`config.mk`:
```
export PLATFORM = sky130hd
export DESIGN_NAME = multi_speed_selector
export DESIGN_NICKNAME = d
export VERILOG_FILES = /design/src/shared/mspeed_pkg.sv /design/src/hw/preset_store.sv /design/src/hw/multi_speed_selector.sv
export SDC_FILE = /design/constraint.sdc
export NUM_CORES = 1
export LEC_CHECK = 0
export ABC_AREA = 1
export BUFFER_PORTS_ARGS = -buffer_cell sky130_fd_sc_hd__buf_2
export CAP_MARGIN = 25
export CORE_MARGIN = 1.5
export CORE_UTILIZATION = 50
export DETAILED_ROUTE_END_ITERATION = 6
export PLACE_DENSITY_LB_ADDON = 0.08
export RECOVER_POWER = 25
export SYNTH_ARGS = -nofsm -noshare
export SYNTH_HDL_FRONTEND = slang
export SYNTH_SLANG_ARGS = --single-unit
```
`constraint.sdc`:
```
create_clock -name CLK_SYS_IN -period 14.9 [get_ports CLK_SYS_IN]
set_input_delay 2.98 -clock CLK_SYS_IN [delete_from_list [all_inputs] [get_ports CLK_SYS_IN]]
set_output_delay 2.98 -clock CLK_SYS_IN [all_outputs]
set_load 0.005 [all_outputs]
```
`src/shared/mspeed_pkg.sv`:
```
// constants, types and speed decode shared by the multi-speed selector
//
// Contract
// - high, middle, low selects pick 60/30/10 Hz
// - several basic selects with a 9999 speed preset: lowest-ranked select wins
// - select combinations pick speeds 4 to 15
// - 9999 marks speed unusable; reset value of speeds 4 to 15
// - speed 8 is extra only; low preset while speed 8 holds 9999
// - terminal code 8 attaches extra select
// - terminal codes 0,1,2 attach low, middle, high
// - reset maps selects to their dedicated terminals
// - presets writable anytime, regardless of write protect
// - presets 0 to 400 Hz, 9999 for 4-15
// - remote setting turns selects into up/down/clear
package mspeed_pkg;

	////////////////////////////////////////////////////////////////////////////
	// sizes
	localparam int NUM_SPEEDS = 15;
	localparam int NUM_TERMS  = 12;
	localparam int FREQ_W     = 14;
	localparam int TCODE_W    = 8;

	typedef logic [FREQ_W-1:0]  freq_t;    // frequency in 0.1 Hz steps
	typedef logic [TCODE_W-1:0] tcode_t;
	typedef logic [3:0]         speed_t;
	typedef logic [1:0]         remote_t;
	typedef logic [NUM_SPEEDS:1][FREQ_W-1:0] bank_t;

	////////////////////////////////////////////////////////////////////////////
	// preset values and limits (0.1 Hz units, sentinel is the raw code)
	localparam freq_t FREQ_MAX   = 14'h0FA0;  // 400.0 Hz
	localparam freq_t FREQ_NONE  = 14'h270F;  // 9999, speed not selected
	localparam freq_t RST_HIGH   = 14'h0258;  // 60.0 Hz
	localparam freq_t RST_MIDDLE = 14'h012C;  // 30.0 Hz
	localparam freq_t RST_LOW    = 14'h0064;  // 10.0 Hz

	////////////////////////////////////////////////////////////////////////////
	// speed numbers
	localparam speed_t SPD_IDLE   = 4'h0;
	localparam speed_t SPD_HIGH   = 4'h1;
	localparam speed_t SPD_MIDDLE = 4'h2;
	localparam speed_t SPD_LOW    = 4'h3;
	localparam speed_t SPD_FIRST_EXT = 4'h4;

	////////////////////////////////////////////////////////////////////////////
	// terminal function codes and reset assignment
	localparam tcode_t FUNC_LOW    = 8'h00;
	localparam tcode_t FUNC_MIDDLE = 8'h01;
	localparam tcode_t FUNC_HIGH   = 8'h02;
	localparam tcode_t FUNC_EXTRA  = 8'h08;
	localparam tcode_t FUNC_NONE   = 8'hFF;   // no select function
	localparam int     TERM_LOW    = 0;       // dedicated low terminal
	localparam int     TERM_MIDDLE = 1;
	localparam int     TERM_HIGH   = 2;

	localparam remote_t REMOTE_OFF = 2'h0;

	////////////////////////////////////////////////////////////////////////////
	// carriers
	typedef struct packed {
		logic extra;
		logic high;
		logic middle;
		logic low;
	} sel_t;

	typedef struct packed {
		logic   en;
		speed_t idx;
		freq_t  val;
	} preset_wr_t;

	typedef struct packed {
		logic   valid;
		speed_t speed;
		freq_t  freq;
	} freq_cmd_t;

	typedef struct packed {
		logic up;
		logic down;
		logic clear;
	} remote_cmd_t;

	////////////////////////////////////////////////////////////////////////////
	// select combination to speed number
	function automatic speed_t speed_of(input sel_t s);
		unique case ({s.extra, s.high, s.middle, s.low})
			4'h4: speed_of = 4'h1;
			4'h2: speed_of = 4'h2;
			4'h1: speed_of = 4'h3;
			4'h3: speed_of = 4'h4;
			4'h5: speed_of = 4'h5;
			4'h6: speed_of = 4'h6;
			4'h7: speed_of = 4'h7;
			4'h8: speed_of = 4'h8;
			4'h9: speed_of = 4'h9;
			4'hA: speed_of = 4'hA;
			4'hB: speed_of = 4'hB;
			4'hC: speed_of = 4'hC;
			4'hD: speed_of = 4'hD;
			4'hE: speed_of = 4'hE;
			4'hF: speed_of = 4'hF;
			4'h0: speed_of = SPD_IDLE;
		endcase
	endfunction : speed_of

endpackage : mspeed_pkg

```
`src/hw/preset_store.sv`:
```
// storage of the fifteen speed presets with range-checked writes
`timescale 1ns/1ps
`default_nettype none
module preset_store
	import mspeed_pkg::*;
(
	// clock and reset
	input  wire logic                   clk_in,
	input  wire logic                   rst_in,
	// write request
	input  wire mspeed_pkg::preset_wr_t wr_in,
	// presets and write result
	output logic                        ack_out,
	output logic                        err_out,
	output mspeed_pkg::bank_t           bank_out
);

	typedef struct packed {
		bank_t bank;
		logic  ack;
		logic  err;
	} store_t;

	store_t st_q;
	store_t st_d;

	////////////////////////////////////////////////////////////////////////////
	// value check and update
	always_comb begin
		logic legal;
		legal = 1'b0;
		st_d = st_q;
		st_d.ack = 1'b0;
		st_d.err = 1'b0;
		if (wr_in.val <= FREQ_MAX) begin
			legal = 1'b1;
		end else if (wr_in.val == FREQ_NONE && wr_in.idx >= SPD_FIRST_EXT) begin
			legal = 1'b1;
		end
		if (wr_in.idx == SPD_IDLE) begin
			legal = 1'b0;
		end
		// accepted whatever the run state or write protection
		if (wr_in.en) begin
			if (legal) begin
				st_d.bank[wr_in.idx] = wr_in.val;
				st_d.ack = 1'b1;
			end else begin
				st_d.err = 1'b1;
			end
		end
	end

	////////////////////////////////////////////////////////////////////////////
	// registers with documented reset presets
	always_ff @(posedge clk_in or posedge rst_in) begin
		if (rst_in) begin
			for (int i = 1; i <= NUM_SPEEDS; i++) begin
				st_q.bank[i] <= FREQ_NONE;
			end
			st_q.bank[SPD_HIGH]   <= RST_HIGH;
			st_q.bank[SPD_MIDDLE] <= RST_MIDDLE;
			st_q.bank[SPD_LOW]    <= RST_LOW;
			st_q.ack <= 1'b0;
			st_q.err <= 1'b0;
		end else begin
			st_q <= st_d;
		end
	end

	assign ack_out  = st_q.ack;
	assign err_out  = st_q.err;
	assign bank_out = st_q.bank;

endmodule : preset_store
`default_nettype wire

```
`src/hw/multi_speed_selector.sv`:
```
// multi-speed frequency selector: terminal routing, speed decode, preset pick
`timescale 1ns/1ps
`default_nettype none
module multi_speed_selector
	import mspeed_pkg::*;
(
	// clock and reset
	input  wire logic                    CLK_SYS_IN,
	input  wire logic                    SYS_RST_IN,
	// contact input terminals
	input  wire logic [11:0]             TERM_IN,
	// remote setting selection
	input  wire mspeed_pkg::remote_t     REMOTE_SEL_IN,
	// terminal function selection write
	input  wire logic                    TSEL_WR_IN,
	input  wire logic [3:0]              TSEL_IDX_IN,
	input  wire mspeed_pkg::tcode_t      TSEL_CODE_IN,
	// preset write
	input  wire mspeed_pkg::preset_wr_t  PRESET_WR_IN,
	output logic                         PRESET_ACK_OUT,
	output logic                         PRESET_ERR_OUT,
	// frequency command and remote commands
	output mspeed_pkg::freq_cmd_t        FREQ_CMD_OUT,
	output mspeed_pkg::remote_cmd_t      REMOTE_CMD_OUT
);

	import mspeed_pkg::*;

	typedef struct packed {
		logic [NUM_TERMS-1:0][TCODE_W-1:0] tsel;
		freq_cmd_t                         cmd;
		remote_cmd_t                       remote;
	} state_t;

	state_t st_q;
	state_t st_d;
	bank_t  bank;
	sel_t   sel;

	////////////////////////////////////////////////////////////////////////////
	// terminal code to select bit, used for every function
	function automatic logic routed(input logic [NUM_TERMS-1:0] terms,
	                                input logic [NUM_TERMS-1:0][TCODE_W-1:0] tsel,
	                                input tcode_t code);
		routed = 1'b0;
		for (int t = 0; t < NUM_TERMS; t++) begin
			if (tsel[t] == code && terms[t]) begin
				routed = 1'b1;
			end
		end
	endfunction : routed

	////////////////////////////////////////////////////////////////////////////
	// preset storage
	preset_store u_store (
		.clk_in   (CLK_SYS_IN),
		.rst_in   (SYS_RST_IN),
		.wr_in    (PRESET_WR_IN),
		.ack_out  (PRESET_ACK_OUT),
		.err_out  (PRESET_ERR_OUT),
		.bank_out (bank)
	);

	////////////////////////////////////////////////////////////////////////////
	// select functions gathered from the assigned terminals
	always_comb begin
		sel.low    = routed(TERM_IN, st_q.tsel, FUNC_LOW);
		sel.middle = routed(TERM_IN, st_q.tsel, FUNC_MIDDLE);
		sel.high   = routed(TERM_IN, st_q.tsel, FUNC_HIGH);
		sel.extra  = routed(TERM_IN, st_q.tsel, FUNC_EXTRA);
	end

	////////////////////////////////////////////////////////////////////////////
	// next state: assignment writes, speed pick, remote commands
	always_comb begin
		speed_t spd;
		freq_t  pick;
		speed_t fb_spd;
		spd    = SPD_IDLE;
		pick   = FREQ_NONE;
		fb_spd = SPD_LOW;
		st_d = st_q;

		// terminal function assignment, out-of-range index ignored
		if (TSEL_WR_IN && TSEL_IDX_IN < 4'(NUM_TERMS)) begin
			st_d.tsel[TSEL_IDX_IN] = TSEL_CODE_IN;
		end

		// fallback: lowest-ranked basic select, low preset if none
		if (sel.low) begin
			fb_spd = SPD_LOW;
		end else if (sel.middle) begin
			fb_spd = SPD_MIDDLE;
		end else if (sel.high) begin
			fb_spd = SPD_HIGH;
		end else begin
			fb_spd = SPD_LOW;
		end

		spd = speed_of(sel);
		if (spd != SPD_IDLE) begin
			pick = bank[spd];
		end
		// unused speed falls back to a basic preset
		if (spd >= SPD_FIRST_EXT && pick == FREQ_NONE) begin
			spd  = fb_spd;
			pick = bank[fb_spd];
		end

		st_d.remote = '0;
		if (REMOTE_SEL_IN != REMOTE_OFF) begin
			// selects become up, down and clear
			st_d.cmd.valid     = 1'b0;
			st_d.cmd.speed     = SPD_IDLE;
			st_d.cmd.freq      = '0;
			st_d.remote.up     = sel.high;
			st_d.remote.down   = sel.middle;
			st_d.remote.clear  = sel.low;
		end else if (spd == SPD_IDLE) begin
			// leave the command to the other source
			st_d.cmd.valid = 1'b0;
			st_d.cmd.speed = SPD_IDLE;
			st_d.cmd.freq  = '0;
		end else begin
			st_d.cmd.valid = 1'b1;
			st_d.cmd.speed = spd;
			st_d.cmd.freq  = pick;
		end
	end

	////////////////////////////////////////////////////////////////////////////
	// state registers
	always_ff @(posedge CLK_SYS_IN or posedge SYS_RST_IN) begin
		if (SYS_RST_IN) begin
			for (int t = 0; t < NUM_TERMS; t++) begin
				st_q.tsel[t] <= FUNC_NONE;
			end
			st_q.tsel[TERM_LOW]    <= FUNC_LOW;
			st_q.tsel[TERM_MIDDLE] <= FUNC_MIDDLE;
			st_q.tsel[TERM_HIGH]   <= FUNC_HIGH;
			st_q.cmd    <= '0;
			st_q.remote <= '0;
		end else begin
			st_q <= st_d;
		end
	end

	assign FREQ_CMD_OUT   = st_q.cmd;
	assign REMOTE_CMD_OUT = st_q.remote;

endmodule : multi_speed_selector
`default_nettype wire

```
==> impl_metrics.json, run 1 <==
{
  "viasPerCell": 5.350,
  "final_cells": 2706,
  "max_freq_mhz": 125.0,
  "finalWorstSetupSlack_ns": 6.902,
  "min_path_type": "flip-flop to flip-flop",
  "drt-initial-drc-count": 1270,
  "core_region_area_um2": 33530,
  "grt_usage_pct": 28.09,
  "synthFlopType": "dfstp_2",
  "powerDensity_nw_per_um2": 204.1,
  "cp_common_cell": "nand2_1",
  "path_class": "input port to flip-flop",
  "area_growth_pct": 10.27,
  "clk_pin_slew_worst_paths_ns": 0.06,
  "violations": "max-capacitance violations, max-slew violations",
  "cts.sinks": 330,
  "rrSetupSlack_ns": 8.91,
  "drv_slew": 117,
  "worstPathMaxFanout": 88,
  "hold_buffers": 0,
  "setup_tns_ns": 0,
  "syn_area_um2": 17020,
  "portBuffers": 71,
  "postCtsSetupBuffers": 0,
  "path_buf_inv": 7,
  "post-route-drc-count": 0,
  "grt_overflow": 0,
  "avgSynthCellArea_um2": 7.674,
  "finalHoldViolCount": 0,
  "clock_path_buffers": 3,
  "vias": 14480,
  "clk_latency_ns": 0.54,
  "worstMarginPinSlew_ns": 5.276,
  "reg2reg_to": "FREQ_CMD_OUT[0]",
  "io_pins": 72,
  "pre_cts_ws_ns": 6.482,
  "power.leakage_nw": 9.005,
  "cap_violations": 1,
  "crit_arrival_ns": 8.40,
  "rows": 67,
  "numCtsBuffers": 39,
  "clockRootBuffer": "clkbuf_16",
  "synth_edf_count": 0,
  "synthArstFlopShare_pct": 100.0,
  "grt_max_degree": 117,
  "grt_pass1_wl_um": 77740,
  "slowest_stage": "buf_4",
  "reg2reg_depth": 30,
  "htree_levels": 2,
  "synth_cells": 2218,
  "diodes": 0,
  "critPathTopFamily": "simple AND/OR/NAND/NOR gates",
  "grt_pass1_vias": 13600,
  "required_ns": 15.30,
  "rsz0062_at_grt": "false",
  "start_util_pct": 50.76,
  "detailed_place_hpwl_um": 32280,
  "seq_area_frac_synth_pct": 49.85,
  "placedCellCount": 2634,
  "die_x_um": 187.5,
  "endpoint_kind": "flip-flop",
  "drive_gt1_share_pct": 18.33,
  "ant_nets": 0,
  "nFillCells": 3237,
  "wire_per_inst_um": 17.98,
  "grt_antenna_before_repair": 0,
  "relSlewSlack_pct": -253.7,
  "cp_slowest_stage_delay_ns": 0.81,
  "whs_endpoint": "st_q[36]",
  "min_from": "st_q[36]",
  "dieArea_um2": 35160,
  "dr.pass1.iters": 5,
  "finalClockSkew_ns": 0.01295,
  "ctsResizeCount": 0,
  "hold_depth": 2,
  "synth_seq_cells": 330,
  "period_needed_ns": 7.998,
  "cts_tree": "yes",
  "status": "finished with violations",
  "fin_crit_sh_pct": 53.68,
  "synthesis.nets": 2270,
  "synth_cell_types": 40,
  "power_mw": 3.830,
  "drt_wl_total_um": 48660,
  "place_congestion": 0.9300,
  "vdd_drop_max_mv": 0.1491,
  "setup_viol_count_final": 0,
  "nets": 2280,
  "r2r-start": "st_q[108]",
  "ys_warn_count": 0,
  "worstSetupStartpointType": "input port",
  "fp.dieH_um": 187.5
}
[cell families after synthesis]
| group | share of synthesized area, % |
|---|---|
| compound gates | 11.18 |
| simple gates | 28.65 |
| fa+ha+maj | 0.2941 |
| buf+inv | 10.03 |
| flops | 49.85 |
[sequential cells by signal (all words and copies together), names as in the netlist]
name              flops
FREQ_CMD_OUT         19
REMOTE_CMD_OUT        3
u_store.err_out       1
u_store.bank_out    210
st_q                 96
u_store.ack_out       1
[stage by stage]
| stage | hold WS (ns) | util, % | area, um2 |
|---|---|---|---|
| after global routing | 0.4998 | 55.97 | 18770 |
| after global placement | 0.4657 | 52.16 | 17490 |
| after detailed placement | 0.4737 | 52.16 | 17490 |
| after CTS | 0.4885 | 55.95 | 18760 |
| final | 0.4824 | 55.97 | 18770 |
| after floorplan | 0.4530 | - | 17020 |
[worst max-delay path by stage]
stage,startpoint,to,slack [ns],cells past startpoint
finish,TERM_IN[8],FREQ_CMD_OUT[0],6.90,29
global route,TERM_IN[3],FREQ_CMD_OUT[0],6.42,29
CTS,TERM_IN[8],FREQ_CMD_OUT[0],7.02,29
detailed placement,TERM_IN[8],FREQ_CMD_OUT[0],6.48,29
global placement,TERM_IN[8],FREQ_CMD_OUT[0],6.53,29
floorplan,SYS_RST_IN,FREQ_CMD_OUT[0],3.08,1
[layout by cell type (no fill, tap or decap), drive strengths merged, types with 5 or more instances in the layout]
cell / instances
nor2: 159
clkinv: 10
nand2: 675
dfrtp: 149
o211ai: 9
o21ai: 328
nand3: 178
buf: 87
a21oi: 26
nand4: 60
nand3b: 7
clkbuf: 69
nor3b: 5
dfstp: 181
nor3: 20
inv: 278
[synthesized netlist by cell type (8+ instances only)]
| library cell | instances | area share [%] |
|---|---|---|
| inv_2 | 28 | 0.62 |
| o21ai_0 | 320 | 9.4 |
| nor3_1 | 18 | 0.53 |
| nand4_1 | 60 | 2.2 |
| a21oi_1 | 18 | 0.53 |
| inv_1 | 249 | 5.5 |
| dfrtp_1 | 149 | 22 |
| nand3_1 | 171 | 5.0 |
| nand2_2 | 13 | 0.48 |
| o211ai_1 | 9 | 0.40 |
| dfstp_2 | 181 | 28 |
| buf_4 | 30 | 1.3 |
| buf_2 | 18 | 0.53 |
| a21oi_2 | 8 | 0.41 |
| clkbuf_1 | 68 | 1.5 |
| nor2_1 | 146 | 3.2 |
| nand2_1 | 660 | 15 |
[routing by layer]
metal | global-route usage (%) | routed length [um] | vias up
met3 | 2.901 | 2888 | 86
met5 | 0 | 0 | -
met1 | 39.77 | 21660 | 6876
met2 | 45.85 | 22790 | 462
met4 | 8.308 | 1317 | 0
li1 | - | - | 7054
[worst min-delay path: cells and delay by family (launching register included)]
kind,cells,cell delay [ns]
simple gates,1,0.05
flops,1,0.34
compound gates,1,0.05
[where the power goes]
group          switching, mW  internal (mW)  total (mW)  leakage (nW)
Combinational           1.20          0.467        1.67          4.64
Clock                  0.382          0.557       0.939         0.617
Sequential            0.0826           1.14        1.22          3.74
[layout make-up]
| cell class | count | area (um2) | share of cell area [%] |
|---|---|---|---|
| flip-flops and latches | 330 | 8484 | 45.21 |
| multi-input cells | 1480 | 6854 | 36.52 |
| clock buffers | 63 | 1209 | 6.440 |
| inverters | 284 | 1070 | 5.700 |
| well taps | 448 | 560.5 | 2.987 |
| repair buffers | 93 | 528.0 | 2.813 |
| clock inverters | 8 | 62.56 | 0.3333 |
Note: power is estimated with default switching activity, not from simulation.
==> inputs of run 2 (changes only) <==
clock period = 7.06 ns   (was 14.9 ns; I/O delays follow)
==> run 2 against run 1 <==
The flow still finishes with violations (max-capacitance violations, max-slew violations). Sequential cell count stayed put. Die area unchanged. Sequential power is 110% higher. Global-route usage grew 0.23 points. Power rose by 110%. Worst setup slack got worse by 5.0 ns. Critical path type unchanged. Largest cell class unchanged. Highest routed layer unchanged.
==> impl_metrics.json, run 2 (same netlist as run 1, synthesis figures left out) <==
{
  "io_pins": 72,
  "drt-initial-drc-count": 1316,
  "htree_levels": 2,
  "crit_arrival_ns": 5.55,
  "grt_max_degree": 164,
  "diodes": 0,
  "rows": 67,
  "grt_antenna_before_repair": 0,
  "worstSetupStartpointType": "input port",
  "power.leakage_nw": 9.016,
  "nets": 2285,
  "setup_viol_count_final": 0,
  "powerDensity_nw_per_um2": 429.8,
  "largest_reg_flops": 210,
  "pre_cts_ws_ns": 1.493,
  "worstPathMaxFanout": 110,
  "cts_tree": "yes",
  "finalHoldViolCount": 0,
  "layout.cells.most_common": "nand2_1",
  "seq_area_um2": 8484,
  "detailed_place_hpwl_um": 33350,
  "r2r-start": "st_q[67]",
  "min_path_type": "flip-flop to flip-flop",
  "grt_pass1_wl_um": 77670,
  "max_freq_mhz": 194.0,
  "fp.dieH_um": 187.5,
  "core_region_area_um2": 33530,
  "vdd_drop_max_mv": 0.3863,
  "nFillCells": 3176,
  "grt_overflow": 0,
  "grt_usage_pct": 28.32,
  "hold_buffers": 0,
  "multiInputGateArea_um2": 6854,
  "fin_crit_sh_pct": 73.02,
  "ctsResizeCount": 0,
  "drive_gt1_share_pct": 18.44,
  "clk_pin_slew_worst_paths_ns": 0.06,
  "rsz0062_at_grt": "false",
  "numCtsBuffers": 38,
  "clock_path_buffers": 3,
  "area_growth_pct": 10.30,
  "vias": 14590,
  "viasPerCell": 5.382,
  "reg2reg_depth": 29,
  "rrSetupSlack_ns": 2.36,
  "path_class": "input port to flip-flop",
  "drt_wl_total_um": 49550,
  "clockRootBuffer": "clkbuf_16",
  "reg2reg_to": "FREQ_CMD_OUT[1]",
  "period_needed_ns": 5.155,
  "final_cell_mix": "nand2_1 (659), o21ai_0 (320), inv_1 (248)",
  "portBuffers": 71,
  "drv_slew": 122,
  "post-route-drc-count": 0,
  "postLayoutCoreUtil_pct": 55.99,
  "dr.pass1.iters": 6,
  "min_from": "st_q[42]",
  "endpoint_kind": "flip-flop",
  "finalClockSkew_ns": 0.01033,
  "violations": "max-capacitance violations, max-slew violations",
  "clk_latency_ns": 0.53,
  "finalWorstSetupSlack_ns": 1.905,
  "postCtsSetupBuffers": 0,
  "start_util_pct": 50.76,
  "whs_endpoint": "st_q[42]",
  "wire_per_inst_um": 18.28,
  "worstMarginPinSlew_ns": 2.903,
  "cap_violations": 2,
  "place_congestion": 1.014,
  "setup_tns_ns": 0,
  "grt_pass1_vias": 13600,
  "status": "finished with violations",
  "ant_nets": 0,
  "relSlewSlack_pct": -93.50,
  "dieArea_um2": 35160,
  "die_x_um": 187.5,
  "required_ns": 7.46,
  "hold_depth": 2,
  "cts.sinks": 330,
  "power_mw": 8.068
}
## run 2: cell count changes in the layout (fill, tap and decap cells not counted), sizes merged
cell      before  now
clkinvlp       4    2
clkinv        10   12
clkbuf        69   70
buf           87   90
## run 2: through the flow
step           hold slack [ns]  instance area (um2)  std cells
3_5_place_dp            0.4737                17560       2639
4_1_cts                 0.4879                18780       2708
2_1_floorplan           0.4530                17020       2218
5_1_grt                 0.4997                18770       2710
3_3_place_gp            0.4664                17560       2639
6_report                0.4840                18770       2710
## run 2: layout make-up
class                           count  share of cell area, %
Sequential cell                   330                  45.19
Multi-Input combinational cell   1480                  36.51
Clock buffer                       61                  6.225
Inverter                          284                  5.712
Timing Repair Buffer               99                  3.106
Tap cell                          448                  2.986
Clock inverter                      8                 0.2666
## run 2: worst max-delay path, cell delays in order
cell      delay (ns)
buf_2           0.10
nor3b_1         0.16
nand3b_1        0.13
nand4_1         0.11
nor2_1          0.31
nand2_1         0.21
inv_1           0.15
ha_1            0.18
inv_1           0.09
nor2_4          0.13
nand2_4         0.18
nand3_4         0.14
buf_12          0.42
nand2_1         0.09
o21ai_1         0.12
nand2_1         0.08
nand3_1         0.09
nand3_1         0.17
nand2_1         0.21
nand2_1         0.10
inv_1           0.06
nand2_1         0.05
nor2_1          0.12
nand2_2         0.11
nand2_2         0.12
nand2_1         0.08
nand2_2         0.23
a21oi_2         0.10
## run 2: worst max path at each step
stage,cells past startpoint,endpoint,slack [ns],start
floorplan,1,FREQ_CMD_OUT[0],1.39,SYS_RST_IN
global placement,27,FREQ_CMD_OUT[18],1.61,TERM_IN[8]
detailed placement,27,FREQ_CMD_OUT[1],1.49,TERM_IN[8]
CTS,27,FREQ_CMD_OUT[1],2.01,TERM_IN[8]
global route,5,u_store.bank_out[90],1.34,SYS_RST_IN
finish,28,FREQ_CMD_OUT[1],1.90,TERM_IN[8]
## run 2: where the power goes
group | leakage, nW | switching, mW | total, mW | internal, mW
logic | 4.67 | 2.53 | 3.56 | 1.03
registers | 3.74 | 0.181 | 2.58 | 2.40
clock network | 0.601 | 0.791 | 1.92 | 1.13
total | 9.02 | 3.50 | 8.07 | 4.57
## run 2: per-layer routing
layer	vias up	track usage, %	share of wire [%]
li1	7059	-	-
met1	6908	38.90	44
met2	516	45.93	46
met3	102	4.043	6.6
met4	0	10.22	3.5
met5	-	0	0
